===== config.mk =====
export PLATFORM = sky130hd
export DESIGN_NAME = rtc_regs
export DESIGN_NICKNAME = d
export VERILOG_FILES = /design/src/rtl/rtc_regs_pkg.sv /design/src/rtl/rtc_regs.sv
export VERILOG_INCLUDE_DIRS = /design/src /design/src/rtl
export SDC_FILE = /design/constraint.sdc
export NUM_CORES = 1
export LEC_CHECK = 0
export ABC_AREA = 1
export BUFFER_PORTS_ARGS = -buffer_cell sky130_fd_sc_hd__buf_2
export CORE_UTILIZATION = 45
export DETAILED_ROUTE_END_ITERATION = 10
export PLACE_DENSITY = 0.66
export REMOVE_ABC_BUFFERS = 1
export SLEW_MARGIN = 10
export SYNTH_ARGS = -nofsm -noshare
export SYNTH_HDL_FRONTEND = slang
export SYNTH_SLANG_ARGS = --single-unit

===== constraint.sdc =====
create_clock -name pclk -period 1.7 [get_ports pclk]
set_input_delay 0.425 -clock pclk [delete_from_list [all_inputs] [get_ports pclk]]
set_output_delay 0.425 -clock pclk [all_outputs]
set_load 0.02 [all_outputs]

===== src/rtl/rtc_regs_consts.svh =====
// Register offsets, field positions, reset values and timing counts of the RTC register block
`ifndef RTC_REGS_CONSTS_SVH
`define RTC_REGS_CONSTS_SVH
// ----------------------------------------------------------------
// Register byte addresses
// ----------------------------------------------------------------
`define ADDR_CONTROL 32'h0ffffeb0
`define ADDR_HOUR_FORMAT_CONFIG 32'h0ffffeb4
`define ADDR_TIME_OF_DAY 32'h0ffffeb8
`define ADDR_CALENDAR_DATE 32'h0ffffebc
`define ADDR_TIME_ALARM_MATCH 32'h0ffffec0
`define ADDR_DATE_ALARM_MATCH 32'h0ffffec4
`define ADDR_EVENT_STATUS 32'h0ffffec8
`define ADDR_STATUS_CLEAR_COMMAND 32'h0ffffecc
`define ADDR_WRITE_PROTECT_CONFIG 32'h0ffffee4
// ----------------------------------------------------------------
// Field positions
// ----------------------------------------------------------------
`define HOUR_FORMAT_SELECT_BIT 0
`define MERIDIEM_FLAG_BIT 22
`define SECOND_MATCH_ENABLE_BIT 7
`define MINUTE_MATCH_ENABLE_BIT 15
`define HOUR_MATCH_ENABLE_BIT 23
`define MONTH_MATCH_ENABLE_BIT 23
`define DATE_MATCH_ENABLE_BIT 31
`define UPDATE_TIME_BIT 0
`define UPDATE_CAL_BIT 1
`define TIME_EVENT_SELECT_LSB 8
`define CALENDAR_EVENT_SELECT_LSB 16
`define WRITE_PROTECT_ENABLE_BIT 0
`define ST_ACK_BIT 0
`define ST_ALARM_BIT 1
`define ST_SEC_BIT 2
`define ST_TIME_BIT 3
`define ST_CAL_BIT 4
// ----------------------------------------------------------------
// Writable masks and reset values
// ----------------------------------------------------------------
`define TIME_ALARM_MASK 32'h00ffffff
`define DATE_ALARM_MASK 32'hbf9f0000
`define CONTROL_MASK 32'h00030303
`define RESET_TIME_OF_DAY 32'h00000000
`define RESET_CALENDAR_DATE 32'h01210120
`define RESET_ALARM 32'h00000000
// ----------------------------------------------------------------
// Timing
// ----------------------------------------------------------------
`define CLK_PERIOD_PS 8000
`define SECOND_PS 64'd1000000000000
`define TICKS_PER_SECOND 32'(`SECOND_PS / `CLK_PERIOD_PS)
`endif


===== src/rtl/rtc_regs_pkg.sv =====
// Types shared by the RTC register block
package rtc_regs_pkg;
  typedef struct packed {
    logic meridiem;
    logic [5:0] hour;
    logic [6:0] minute;
    logic [6:0] second;
  } tod_t;
  typedef struct packed {
    logic [5:0] date;
    logic [2:0] day;
    logic [4:0] month;
    logic [7:0] year;
    logic [6:0] hundred_year_value;
  } cal_t;
  typedef enum logic [1:0] {
    ST_RUN = 2'b00,
    ST_HALTING = 2'b01,
    ST_HALTED = 2'b11
  } run_state_t;
endpackage


===== src/rtl/rtc_regs.sv =====
// RTC time, calendar, alarm and status registers behind an APB slave
// Function
// - Mode bit 0 clear selects 24-hour counting, set selects 12-hour counting.
// - Mode and alarm register writes are ignored while write protection is enabled.
// - Second and minute fields are BCD, accepted range 0 to 59.
// - Low nibble holds units digit, upper bits hold tens digit.
// - Hour accepts 1-12 in 12-hour format, 0-23 in 24-hour format.
// - Time bit 22 means AM at 0, PM at 1, used in 12-hour format.
// - Century field accepts only BCD 20.
// - Year field is BCD, accepted range 00 to 99.
// - Month field is BCD, accepted range 01 to 12.
// - Day of week accepts 1 to 7 and does not affect date counting.
// - Day of month is BCD, accepted range 01 to 31.
// - Time alarm compares second, minute, hour with meridiem, each when enabled.
// - Date alarm compares day of month and month, each when enabled.
// - Acknowledge status bit 0 reads 1 when updates allowed, else 0.
// - Alarm status bit 1 becomes 1 on an alarm match.
// - Second event status bit 2 sets on a second event and stays set.
// - Time event bit 3 latches on selected minute, hour, noon or midnight.
// - Calendar event bit latches on selected week, month or year change.
// - Writing 1 to a clear command bit clears that flag; 0 does nothing.
//
// Implementation choice: register access over APB.
`timescale 1ns/1ps
`include "rtc_regs_consts.svh"

module rtc_regs
  import rtc_regs_pkg::*;
#(
  parameter int unsigned TICKS_PER_SECOND = `TICKS_PER_SECOND
) (
  input wire logic pclk,
  input wire logic presetn,
  input wire logic psel,
  input wire logic penable,
  input wire logic pwrite,
  input wire logic [31:0] paddr,
  input wire logic [31:0] pwdata,
  output logic [31:0] prdata,
  output logic pready,
  output logic pslverr
);

  // ----------------------------------------------------------------
  // Helpers
  // ----------------------------------------------------------------
  function automatic logic bcd_in(input logic [7:0] v, input logic [7:0] lo, input logic [7:0] hi);
    return (v[3:0] <= 4'h9) && (v >= lo) && (v <= hi);
  endfunction

  function automatic logic [7:0] bcd_inc(input logic [7:0] v);
    return (v[3:0] == 4'h9) ? {v[7:4] + 4'h1, 4'h0} : v + 8'h01;
  endfunction

  // Year is 2000-2099, so divisibility by four is the whole leap test
  function automatic logic [7:0] last_date(input logic [4:0] month, input logic [7:0] year);
    logic [1:0] mod4;
    mod4 = {year[4], 1'b0} + year[1:0];
    unique case (month)
      5'h02: last_date = (mod4 == 2'd0) ? 8'h29 : 8'h28;
      5'h04, 5'h06, 5'h09, 5'h11: last_date = 8'h30;
      default: last_date = 8'h31;
    endcase
  endfunction

  // ----------------------------------------------------------------
  // State
  // ----------------------------------------------------------------
  tod_t tm;
  cal_t cal;
  tod_t next_tm;
  cal_t next_cal;
  logic hour_format_select;
  logic write_protect_enable;
  logic [31:0] time_alarm;
  logic [31:0] date_alarm;
  logic [31:0] control;
  logic [4:0] status;
  run_state_t state;
  logic [31:0] tick_count;
  logic tick;
  logic advance;
  logic advance_d;
  logic ev_min, ev_hour, ev_noon, ev_mid, ev_week, ev_month, ev_year;
  logic time_ev_hit, cal_ev_hit, alarm_hit, any_en;
  localparam logic [31:0] RST_TOD = `RESET_TIME_OF_DAY;
  localparam logic [31:0] RST_CAL = `RESET_CALENDAR_DATE;

  // ----------------------------------------------------------------
  // APB decode
  // ----------------------------------------------------------------
  logic access, wr;
  logic sel_ctl, sel_mode, sel_time, sel_cal, sel_talm, sel_dalm, sel_stat, sel_clr, sel_wp;
  logic time_ok, cal_ok;
  logic [7:0] w_hour;

  assign access = psel & penable & pready;
  assign wr = access & pwrite;
  assign sel_ctl = (paddr == `ADDR_CONTROL);
  assign sel_mode = (paddr == `ADDR_HOUR_FORMAT_CONFIG);
  assign sel_time = (paddr == `ADDR_TIME_OF_DAY);
  assign sel_cal = (paddr == `ADDR_CALENDAR_DATE);
  assign sel_talm = (paddr == `ADDR_TIME_ALARM_MATCH);
  assign sel_dalm = (paddr == `ADDR_DATE_ALARM_MATCH);
  assign sel_stat = (paddr == `ADDR_EVENT_STATUS);
  assign sel_clr = (paddr == `ADDR_STATUS_CLEAR_COMMAND);
  assign sel_wp = (paddr == `ADDR_WRITE_PROTECT_CONFIG);

  assign w_hour = {2'b00, pwdata[21:16]};
  assign time_ok = bcd_in({1'b0, pwdata[6:0]}, 8'h00, 8'h59) && bcd_in({1'b0, pwdata[14:8]}, 8'h00, 8'h59) &&
    (hour_format_select ? bcd_in(w_hour, 8'h01, 8'h12) : bcd_in(w_hour, 8'h00, 8'h23));
  assign cal_ok = (pwdata[6:0] == 7'h20) && bcd_in(pwdata[15:8], 8'h00, 8'h99) &&
    bcd_in({3'b000, pwdata[20:16]}, 8'h01, 8'h12) && (pwdata[23:21] >= 3'd1) && (pwdata[23:21] <= 3'd7) &&
    bcd_in({2'b00, pwdata[29:24]}, 8'h01, 8'h31);

  // One wait state: pready rises the cycle after the access phase begins
  always_ff @(posedge pclk or negedge presetn) begin
    if (!presetn) begin
      pready <= 1'b0;
      prdata <= 32'h0;
      pslverr <= 1'b0;
    end else begin
      pready <= psel & penable & ~pready;
      pslverr <= psel & penable & ~pready & ~(sel_ctl | sel_mode | sel_time | sel_cal | sel_talm |
        sel_dalm | sel_stat | sel_clr | sel_wp);
      prdata <= 32'h0;
      if (psel & penable & ~pready & ~pwrite) begin
        unique case (1'b1)
          sel_ctl: prdata <= control;
          sel_mode: prdata <= {31'h0, hour_format_select};
          sel_time: prdata <= {9'h0, tm.meridiem, tm.hour, 1'b0, tm.minute, 1'b0, tm.second};
          sel_cal: prdata <= {2'b00, cal.date, cal.day, cal.month, cal.year, 1'b0, cal.hundred_year_value};
          sel_talm: prdata <= time_alarm;
          sel_dalm: prdata <= date_alarm;
          sel_stat: prdata <= {27'h0, status};
          sel_wp: prdata <= {31'h0, write_protect_enable};
          default: prdata <= 32'h0;
        endcase
      end
    end
  end

  // ----------------------------------------------------------------
  // Configuration registers
  // ----------------------------------------------------------------
  always_ff @(posedge pclk or negedge presetn) begin
    if (!presetn) begin
      hour_format_select <= 1'b0;
      write_protect_enable <= 1'b0;
      time_alarm <= `RESET_ALARM;
      date_alarm <= `RESET_ALARM;
      control <= 32'h0;
    end else begin
      if (wr && sel_wp)
        write_protect_enable <= pwdata[`WRITE_PROTECT_ENABLE_BIT];
      if (wr && sel_ctl)
        control <= pwdata & `CONTROL_MASK;
      if (wr && !write_protect_enable) begin
        if (sel_mode)
          hour_format_select <= pwdata[`HOUR_FORMAT_SELECT_BIT];
        if (sel_talm)
          time_alarm <= pwdata & `TIME_ALARM_MASK;
        if (sel_dalm)
          date_alarm <= pwdata & `DATE_ALARM_MASK;
      end
    end
  end

  // ----------------------------------------------------------------
  // Second time base and update handshake
  // ----------------------------------------------------------------
  always_ff @(posedge pclk or negedge presetn) begin
    if (!presetn) begin
      tick_count <= 32'h0;
      tick <= 1'b0;
    end else begin
      tick <= (tick_count == TICKS_PER_SECOND - 1);
      tick_count <= (tick_count == TICKS_PER_SECOND - 1) ? 32'h0 : tick_count + 32'h1;
    end
  end

  // Halting waits for a second boundary; the tick at that boundary does not advance the count
  logic upd_req;
  assign upd_req = control[`UPDATE_TIME_BIT] | control[`UPDATE_CAL_BIT];
  always_ff @(posedge pclk or negedge presetn) begin
    if (!presetn) begin
      state <= ST_RUN;
    end else begin
      unique case (state)
        ST_RUN: if (upd_req) state <= ST_HALTING;
        ST_HALTING: begin
          if (!upd_req)
            state <= ST_RUN;
          else if (tick)
            state <= ST_HALTED;
        end
        ST_HALTED: if (!upd_req) state <= ST_RUN;
        default: state <= ST_RUN;
      endcase
    end
  end

  assign advance = tick && (state != ST_HALTED) && !(state == ST_HALTING);

  // ----------------------------------------------------------------
  // Counting engine
  // ----------------------------------------------------------------
  always_comb begin
    logic [7:0] s8, m8, h8, d8, mo8;
    next_tm = tm;
    next_cal = cal;
    ev_min = 1'b0;
    ev_hour = 1'b0;
    ev_noon = 1'b0;
    ev_mid = 1'b0;
    ev_week = 1'b0;
    ev_month = 1'b0;
    ev_year = 1'b0;
    s8 = {1'b0, tm.second};
    m8 = {1'b0, tm.minute};
    h8 = {2'b00, tm.hour};
    d8 = {2'b00, cal.date};
    mo8 = {3'b000, cal.month};
    if (s8 != 8'h59) begin
      next_tm.second = 7'(bcd_inc(s8));
    end else begin
      next_tm.second = 7'h0;
      ev_min = 1'b1;
      if (m8 != 8'h59) begin
        next_tm.minute = 7'(bcd_inc(m8));
      end else begin
        next_tm.minute = 7'h0;
        ev_hour = 1'b1;
        if (hour_format_select) begin
          if (h8 == 8'h11) begin
            next_tm.hour = 6'h12;
            next_tm.meridiem = ~tm.meridiem;
            ev_noon = ~tm.meridiem;
            ev_mid = tm.meridiem;
          end else if (h8 == 8'h12) begin
            next_tm.hour = 6'h01;
          end else begin
            next_tm.hour = 6'(bcd_inc(h8));
          end
        end else begin
          next_tm.meridiem = 1'b0;
          ev_mid = (h8 == 8'h23);
          ev_noon = (h8 == 8'h11);
          next_tm.hour = ev_mid ? 6'h00 : 6'(bcd_inc(h8));
        end
        if (ev_mid) begin
          // Day of week only wraps; day 1 counts as the start of a week
          ev_week = (cal.day == 3'd7);
          next_cal.day = (cal.day == 3'd7) ? 3'd1 : cal.day + 3'd1;
          if (d8 != last_date(cal.month, cal.year)) begin
            next_cal.date = 6'(bcd_inc(d8));
          end else begin
            next_cal.date = 6'h01;
            ev_month = 1'b1;
            if (mo8 != 8'h12) begin
              next_cal.month = 5'(bcd_inc(mo8));
            end else begin
              next_cal.month = 5'h01;
              ev_year = 1'b1;
              next_cal.year = (cal.year == 8'h99) ? 8'h00 : bcd_inc(cal.year);
            end
          end
        end
      end
    end
  end

  always_ff @(posedge pclk or negedge presetn) begin
    if (!presetn) begin
      // Register words have reserved gaps the structs lack, so fields are mapped one by one
      tm <= '{meridiem: RST_TOD[22], hour: RST_TOD[21:16], minute: RST_TOD[14:8], second: RST_TOD[6:0]};
      cal <= '{date: RST_CAL[29:24], day: RST_CAL[23:21], month: RST_CAL[20:16],
        year: RST_CAL[15:8], hundred_year_value: RST_CAL[6:0]};
    end else if (wr && sel_time && state == ST_HALTED && control[`UPDATE_TIME_BIT]) begin
      if (time_ok) begin
        tm.second <= pwdata[6:0];
        tm.minute <= pwdata[14:8];
        tm.hour <= pwdata[21:16];
        tm.meridiem <= hour_format_select & pwdata[`MERIDIEM_FLAG_BIT];
      end
    end else if (wr && sel_cal && state == ST_HALTED && control[`UPDATE_CAL_BIT]) begin
      if (cal_ok)
        cal <= '{date: pwdata[29:24], day: pwdata[23:21], month: pwdata[20:16],
          year: pwdata[15:8], hundred_year_value: pwdata[6:0]};
    end else if (advance) begin
      tm <= next_tm;
      cal <= next_cal;
    end
  end

  // ----------------------------------------------------------------
  // Alarm compare and event selection
  // ----------------------------------------------------------------
  logic sec_en, min_en, hr_en, dt_en, mo_en;
  assign sec_en = time_alarm[`SECOND_MATCH_ENABLE_BIT];
  assign min_en = time_alarm[`MINUTE_MATCH_ENABLE_BIT];
  assign hr_en = time_alarm[`HOUR_MATCH_ENABLE_BIT];
  assign dt_en = date_alarm[`DATE_MATCH_ENABLE_BIT];
  assign mo_en = date_alarm[`MONTH_MATCH_ENABLE_BIT];
  assign any_en = sec_en | min_en | hr_en | dt_en | mo_en;
  // Compared one cycle after the count moves, against the settled values
  assign alarm_hit = advance_d && any_en &&
    (!sec_en || time_alarm[6:0] == tm.second) &&
    (!min_en || time_alarm[14:8] == tm.minute) &&
    (!hr_en || time_alarm[22:16] == {tm.meridiem, tm.hour}) &&
    (!dt_en || date_alarm[29:24] == cal.date) &&
    (!mo_en || date_alarm[20:16] == cal.month);

  always_comb begin
    unique case (control[`TIME_EVENT_SELECT_LSB +: 2])
      2'd0: time_ev_hit = ev_min;
      2'd1: time_ev_hit = ev_hour;
      2'd2: time_ev_hit = ev_mid;
      default: time_ev_hit = ev_noon;
    endcase
    unique case (control[`CALENDAR_EVENT_SELECT_LSB +: 2])
      2'd0: cal_ev_hit = ev_week;
      2'd1: cal_ev_hit = ev_month;
      2'd2: cal_ev_hit = ev_year;
      default: cal_ev_hit = 1'b0;
    endcase
  end

  // ----------------------------------------------------------------
  // Status flags: a set in the same cycle as a clear wins
  // ----------------------------------------------------------------
  logic [4:0] clr, set;
  assign clr = (wr && sel_clr) ? pwdata[4:0] : 5'h0;
  assign set[`ST_ACK_BIT] = (state == ST_HALTING) && upd_req && tick;
  assign set[`ST_ALARM_BIT] = alarm_hit;
  assign set[`ST_SEC_BIT] = tick;
  assign set[`ST_TIME_BIT] = advance && time_ev_hit;
  assign set[`ST_CAL_BIT] = advance && cal_ev_hit;

  always_ff @(posedge pclk or negedge presetn) begin
    if (!presetn) begin
      status <= 5'h0;
      advance_d <= 1'b0;
    end else begin
      advance_d <= advance;
      // Acknowledge also drops once the clock runs freely again
      status <= (set | (status & ~clr)) & {4'hf, (state != ST_RUN) | set[`ST_ACK_BIT]};
    end
  end
endmodule // rtc_regs


# [After elaboration in Yosys (flattened, before gate mapping)]
# Index checks and enable logic that the tools add are counted.
[totals] ff_bits=170 elab_cells=288 out_inout_bits=34 inputBits=69
[classes] bitwise_logic=30 n_eq_ne=56 magnitude_cmp=18 reduce_logical=74 addsub=15 n_mux=73
[op_table] operator="$eq A32 B28 Y1 const B" n=9
[op_table] operator="$pmux W32 S8" n=1
[op_table] operator="$mux W29" n=3
[op_table] operator="$mux W21" n=4
[op_table] operator="$mux W22" n=3
[op_table] operator="$mux W32" n=2
[op_table] operator="$mux W8" n=6
[op_table] operator="$mux W7" n=6
[op_table] operator="$logic_and A1 B1 Y1" n=41
[op_table] operator="$mux W6" n=6
[op_table] operator="$add A32 B1 Y32 const B" n=1
[op_table] operator="$eq A32 B27 Y1 const B" n=1
[op_table] operator="$mux W1" n=28
[op_table] operator="$eq A4 B4 Y1 const B" n=6
[op_table] operator="$eq A7 B7 Y1" n=3
[op_table] operator="$ge A6 B1 Y1 const B" n=3
[op_table] operator="$le A4 B4 Y1 const B" n=4
[op_table] operator="$mux W5" n=3
[op_table] operator="$add A7 B1 Y7 const B" n=2
[op_table] operator="$le A7 B7 Y1 const B" n=2
[op_table] operator="$mux W14" n=1
[op_table] operator="$ne A7 B7 Y1 const B" n=2
[op_table] operator="$or A1 B1 Y1" n=14
[op_table] operator="$mux W13" n=1
[op_table] operator="57 further kinds" n=114

# [Longest topological paths before layout]
[depth] word_depth=17 depth_mapped=15 ltp_nobuf=15

# [Least setup slack after synthesis]
# Ideal clock, no wire load.
[synth_path] path_kind="reg2reg" from="register tick_count[0]" to="register tick_count[24]" required_time_ns=1.583 slack_ns=-0.098 t_arrival_ns=1.681 path_buffers=0 synth_period_minus_slack_ns=1.798 path_stages_with_launch=13 cell_sequence="dfrtp_1 ha_1 nand3_2 inv_1 nand2_1 nor2_2 nand3_1 nor3_4 nand4_2 nor2_1 nand2_1 nand2_1 nor2_1"
[synth_between] elab_chain_len=2
[synth_lines] element="start: declaration" line_no="rtc_regs.sv:80" rtl="logic [31:0] tick_count;"
[synth_lines] element="start signal: assignment" line_no="rtc_regs.sv:178" rtl="tick_count <= (tick_count == TICKS_PER_SECOND - 1) ? 32'h0 : tick_count + 32'h1;"
[synth_lines] element="$add A32 B1 Y32 / $eq A32 B27 Y1 (equally long branches)" line_no="rtc_regs.sv:178"
[synth_lines] element="$mux W32 *" line_no="rtc_regs.sv:178"
# Mark *: on every way between the ends. The rest lies on a longest branch, timed or not.
# A chain may end at the register's enable or synchronous reset.

# [Worst setup path after layout]
[layout_path] from="register tm[18] (netlist name)" to="register cal[8] (netlist name)"
[layout_between] elab_chain_len=7
[layout_lines] element="start: declaration" line_no="rtc_regs.sv:69" rtl="tod_t tm;"
[layout_lines] element="start signal: assignment" line_no="rtc_regs.sv:276" rtl="tm <= '{meridiem: RST_TOD[22], hour: RST_TOD[21:16], minute: RST_TOD[14:8], second: RST_TOD[6:0]};"
[layout_lines] element="start signal: assignment" line_no="rtc_regs.sv:291" rtl="tm <= next_tm;"
[layout_lines] element="$eq A6 B5 Y1" line_no="rtc_regs.sv:235" rtl="if (h8 == 8'h11) begin"
[layout_lines] element="$mux W1" line_no="rtc_regs.sv:235"
[layout_lines] element="$mux W1 *" line_no="rtc_regs.sv:234" rtl="if (hour_format_select) begin"
[layout_lines] element="$mux W1 *" line_no="rtc_regs.sv:229" rtl="if (m8 != 8'h59) begin"
[layout_lines] element="$mux W1 *" line_no="rtc_regs.sv:224" rtl="if (s8 != 8'h59) begin"
[layout_lines] element="$reduce_bool A2 Y1 (no source line) *"
[layout_lines] element="$reduce_and A8 Y1 (no source line) *"
[layout_lines] element="end signal: assignment" line_no="rtc_regs.sv:277" rtl="cal <= '{date: RST_CAL[29:24], day: RST_CAL[23:21], month: RST_CAL[20:16],"
[layout_lines] element="end signal: assignment" line_no="rtc_regs.sv:288" rtl="cal <= '{date: pwdata[29:24], day: pwdata[23:21], month: pwdata[20:16],"
[layout_lines] element="end signal: assignment" line_no="rtc_regs.sv:292" rtl="cal <= next_cal;"
[layout_lines] element="end: declaration" line_no="rtc_regs.sv:70" rtl="cal_t cal;"
# Mark *: on every way between the ends. The rest lies on a longest branch, timed or not. The select of a mux whose other input is x is not followed.

==> flow_summary.html <==
<table>
<tr><th>Metric</th><th>Value</th></tr>
<tr><th colspan="2">Logic synthesis</th></tr>
<tr><td>Mean Syn Cell Area</td><td>~7.3 sq um</td></tr>
<tr><td>Area share of xor/xnor cells in the synthesized design</td><td>4.26%</td></tr>
<tr><td>Area share of the largest cell type after synthesis</td><td>around two fifths</td></tr>
<tr><td>Proportion of synthesized area in mux cells</td><td>0.782%</td></tr>
<tr><td>Combinational family with the most area after synthesis</td><td>simple AND/OR/NAND/NOR gates</td></tr>
<tr><td>Post-synth EDFFs</td><td>0</td></tr>
<tr><td>Leading area contributor after synthesis</td><td>dfrtp_1</td></tr>
<tr><td>Synthesized netlist cell count</td><td>1373</td></tr>
<tr><td>Fraction of registers with async set or reset after synthesis</td><td>100%</td></tr>
<tr><td>Cell area after synthesis</td><td>10100 sq um</td></tr>
<tr><td>Dominant cells by area after synthesis</td><td>dfrtp_1 (41%), nand2_1 (12%), inv_1 (6.8%), o21ai_0 (6.7%), nor2_1 (6.2%)</td></tr>
<tr><td>Adder-cell area share of the yosys netlist</td><td>1.86%</td></tr>
<tr><td>Basic-gate share of the synthesized area counting and, or, nand and nor cells</td><td>roughly 30%</td></tr>
<tr><td>Post-synthesis sequential area ratio</td><td>between 40% and 50%</td></tr>
<tr><td>Number of synthesized register bits</td><td>169</td></tr>
<tr><td>Complex-gate fraction of the synthesized area</td><td>12.5%</td></tr>
<tr><td>Count of unique library cells instantiated by Yosys</td><td>45</td></tr>
<tr><td>Number of warning messages in the yosys log</td><td>0</td></tr>
<tr><td>Top_reg_cell synth</td><td>dfrtp_1</td></tr>
<tr><th colspan="2">Placed design</th></tr>
<tr><td>Port buffer count</td><td>100</td></tr>
<tr><td>Routability-driven placement congestion ratio</td><td>0.941</td></tr>
<tr><td>Detailed Place HPWL</td><td>24.8 mm</td></tr>
<tr><td>Post-placement cell count</td><td>1973</td></tr>
<tr><td>Post-placement worst setup slack</td><td>-0.493 ns</td></tr>
<tr><th colspan="2">Timing</th></tr>
<tr><td>Setup violation total in the final timing report</td><td>90</td></tr>
<tr><td>Fraction of the cycle the final worst path needs</td><td>115%</td></tr>
<tr><td>Worst setup margin</td><td>-0.248 ns</td></tr>
<tr><td>Final Slew Violations</td><td>0</td></tr>
<tr><td>Number of hold-slack violations in the final timing report</td><td>0</td></tr>
<tr><td>Minimum clock period</td><td>a little under 2 ns</td></tr>
<tr><td>RSZ-0062 raised after global routing</td><td>yes</td></tr>
<tr><td>Fmax achieved</td><td>513 MHz</td></tr>
<tr><td>Min Hold Slack</td><td>0.219 ns</td></tr>
<tr><td>Setup skew after layout</td><td>0.0126 ns</td></tr>
<tr><th colspan="2">Final layout</th></tr>
<tr><td>Synth-to-Final Area Change</td><td>52.4%</td></tr>
<tr><td>Final core area utilization</td><td>70.2%</td></tr>
<tr><td>Ratio of cells with drive above 1 in the final layout</td><td>39.9%</td></tr>
<tr><td>Count of inserted antenna diode cells</td><td>0</td></tr>
<tr><td>Post-route non-filler standard cell count</td><td>between 2000 and 2500</td></tr>
<tr><td>Nets</td><td>1858</td></tr>
<tr><th colspan="2">Clock network</th></tr>
<tr><td>Clk slew on worst S/H paths</td><td>0.07 ns</td></tr>
<tr><td>CTS sink count</td><td>169</td></tr>
<tr><td>Clock latency reported for the late side of the worst-skew pair</td><td>0.44 ns</td></tr>
<tr><td>TritonCTS clock tree</td><td>done</td></tr>
<tr><td>Cell chosen for the clock root</td><td>clkbuf_16</td></tr>
<tr><td>Num CTS Buffers</td><td>17</td></tr>
<tr><td>CTS H-tree depth</td><td>4</td></tr>
<tr><td>Number of buffers on the longest clock path</td><td>2</td></tr>
<tr><th colspan="2">Global route</th></tr>
<tr><td>Aggregate global-route resource usage</td><td>30.3%</td></tr>
<tr><td>Pin count of the biggest net entering global routing</td><td>41</td></tr>
<tr><td>Initial antenna violation count</td><td>0</td></tr>
<tr><td>Global-route wire length before repair</td><td>53.3 mm</td></tr>
<tr><td>Via count of the first global-routing pass</td><td>10500</td></tr>
<tr><td>Final global-route overflow total</td><td>0</td></tr>
<tr><th colspan="2">Power</th></tr>
<tr><td>Combinational group share of total power</td><td>5.6%</td></tr>
<tr><td>Internal power</td><td>6.65 mW</td></tr>
<tr><td>Register share of total power</td><td>46.5%</td></tr>
<tr><td>Worst vdd ir</td><td>0.582 mV</td></tr>
<tr><td>Power after layout</td><td>8.66 mW</td></tr>
<tr><td>Power spent charging and discharging nets</td><td>2.00 mW</td></tr>
<tr><td>Power density normalized to cell area</td><td>563 nW/um^2</td></tr>
<tr><td>Sw Share</td><td>23.2%</td></tr>
<tr><td>Clock share of power</td><td>a little under half</td></tr>
<tr><td>Leakage power</td><td>7.71 nW</td></tr>
<tr><th colspan="2">Worst setup path</th></tr>
<tr><td>R2R Path End</td><td>cal[8]</td></tr>
<tr><td>Worst setup path endpoint</td><td>cal[8]</td></tr>
<tr><td>Endpoint arrival time on the critical path</td><td>roughly 2.3 ns</td></tr>
<tr><td>Worst Setup End Kind</td><td>register</td></tr>
<tr><td>Category of the critical setup timing path</td><td>reg2reg</td></tr>
<tr><td>CP max FO</td><td>8</td></tr>
<tr><td>Flop2flop setup slack</td><td>-0.25 ns</td></tr>
<tr><td>Reg2Reg Launch Point</td><td>tm[18]</td></tr>
<tr><td>Crit start category</td><td>register</td></tr>
<tr><td>Cell count of the worst reg-to-reg path</td><td>15</td></tr>
<tr><td>Critical Path Source</td><td>tm[18]</td></tr>
<tr><td>Data required time at the worst endpoint</td><td>2.02 ns</td></tr>
<tr><th colspan="2">Floorplan</th></tr>
<tr><td>Die Ht</td><td>152 um</td></tr>
<tr><td>Die area</td><td>~23000 sq um</td></tr>
<tr><td>Placeable core region</td><td>21900 sq um</td></tr>
<tr><td>IO Count</td><td>103</td></tr>
<tr><td>Total number of placement rows</td><td>54</td></tr>
<tr><td>X dimension of the die</td><td>152 um</td></tr>
<tr><td>Initial cell density of the core</td><td>~46%</td></tr>
<tr><th colspan="2">Route</th></tr>
<tr><td>Detail-routed net length per standard cell</td><td>17.9 um</td></tr>
<tr><td>Detailed-route DRC error count</td><td>0</td></tr>
<tr><td>DR iter-0 viols</td><td>1029</td></tr>
<tr><td>Final ANT Viol Nets</td><td>0</td></tr>
<tr><td>DR vias</td><td>11500</td></tr>
<tr><td>Detailed-route vias per instance</td><td>5.54</td></tr>
<tr><td>Total detailed-routing wirelength</td><td>37.1 mm</td></tr>
<tr><td>First-pass iteration count of the detailed router</td><td>6</td></tr>
<tr><th colspan="2">Min path</th></tr>
<tr><td>Class of the tightest hold or removal check</td><td>in2reg</td></tr>
<tr><th colspan="2">Status</th></tr>
<tr><td>Violations in the final reports</td><td>setup timing</td></tr>
<tr><td>Outcome</td><td>finished with violations</td></tr>
<tr><th colspan="2">Flow run</th></tr>
<tr><td>Max-capacitance violation count</td><td>0</td></tr>
</table>
-- final cells by class --
type	count	area, sq um
timing repair inverter	1	7.51
clock buffer	22	474
fill	1657	6530
sequential	169	4240
tap	280	350
inverter	193	744
timing repair buffer	411	3370
multi-input combinational	981	6030
clock inverter	10	141
-- state kept, by name, summed over array words and instances (netlist names), 2 cells and up --
name	cells
date_alarm	13
status	5
tick_count	32
prdata	31
time_alarm	24
state	2
cal	29
tm	21
control	6
-- power groups by stage --
| stage | logic [mW] | registers [mW] | clock network (mW) |
|---|---|---|---|
| 2_1_floorplan | 0.0871 | 4.10 | 0 |
| 3_3_place_gp | 0.442 | 4.10 | 0 |
| 3_5_place_dp | 0.447 | 4.10 | 0 |
| 4_1_cts | 0.454 | 4.02 | 4.15 |
| 5_1_grt | 0.530 | 4.02 | 4.34 |
| 6_report | 0.484 | 4.02 | 4.15 |
-- cells in the mapped netlist (9+ instances only) --
master and count:
o22ai_1 14, nand2_1 312, nor2_1 167, inv_1 183, buf_2 13, a21oi_1 41
nor4_1 10, xor2_1 40, xnor2_1 9, nand4_1 38, nor3_1 28, o21ai_0 134
a221oi_1 9, dfrtp_1 164, clkbuf_1 15, nand3_1 75, nor2_2 11, ha_1 15
inv_2 10, o21ai_1 18
-- layer usage --
| layer | share of wire, % | vias up | global-route usage [%] | wire length [um] |
|---|---|---|---|---|
| met5 | 0 | - | 0 | 0 |
| met4 | 3.6 | 0 | 10.8 | 1340 |
| met3 | 8.2 | 112 | 4.25 | 3050 |
| met2 | 48 | 582 | 49.4 | 17600 |
| met1 | 41 | 5482 | 40.9 | 15000 |
| li1 | - | 5279 | - | - |
-- per-stage QoR --
step,setup TNS (ns),area [sq um]
3_5_place_dp,-47.55,12800
3_3_place_gp,-44.12,12800
4_1_cts,-4.33,14100
5_1_grt,-18.43,15400
2_1_floorplan,-49.41,9940
6_report,-9.45,15400
-- worst max-delay path: stages (launching register included) --
cell	delay, ns
dfrtp_1	0.40
inv_2	0.09
ha_4	0.14
nand2_4	0.05
nor2_4	0.13
nand2_2	0.09
o21ai_4	0.09
nand2_2	0.11
nand2_2	0.08
nand2_2	0.09
inv_2	0.10
nand2_4	0.09
nor2_8	0.16
nand2_4	0.10
nand2_1	0.07
nand2_1	0.05
-- cell usage in the layout, fill, tap and decap left out, types with 7 or more instances in the layout --
master and n:
ha_1 11, o21ai_2 21, nand2_2 42, nand2_1 261, nor4_1 7, inv_1 165, nor3_1 18, a21oi_2 18
a21oi_1 21, buf_4 247, nand3_2 17, clkbuf_16 24, buf_12 18, nand3_4 9, xnor2_1 9, buf_6 35
mux2_2 7, dfrtp_1 161, clkinvlp_4 8, a221oi_1 8, nor2_2 34, o21ai_0 78, o22ai_1 11, inv_2 23
nand4_1 38, nand3_1 55, nand2_4 16, nor3_2 9, nor2_1 117, xor2_1 40, nor2_4 32, o21ai_1 51
buf_2 98
-- cell families after synthesis --
family / Yosys count
xor+xnor: 49
compound gates: 233
mux: 7
fa+ha+maj: 15
flops: 169
other cells: 1
simple gates: 675
buf+inv: 224
-- how the worst min path moves through the flow --
stage,end,slack (ns),cells after the start,startpoint
finish,time_alarm[7],0.22,2,pwdata[7]
global route,time_alarm[7],0.23,2,pwdata[7]
CTS,time_alarm[7],0.21,2,pwdata[7]
detailed placement,prdata[20],0.38,1,presetn
global placement,date_alarm[18],0.38,1,presetn
floorplan,advance_d,0.13,0,presetn
-- what timing repair did --
| action | CTS | global route |
|---|---|---|
| gates resized for setup | 116 | 275 |
| hold buffers | 1 | 0 |
| pin swaps | 41 | 72 |
| cloned | 3 | 9 |
| hold endpoints to repair | 32 | 0 |
| setup buffers | 24 | 36 |
| setup endpoints to repair | 61 | 131 |
No activity file was read; power rests on OpenSTA's default activity.
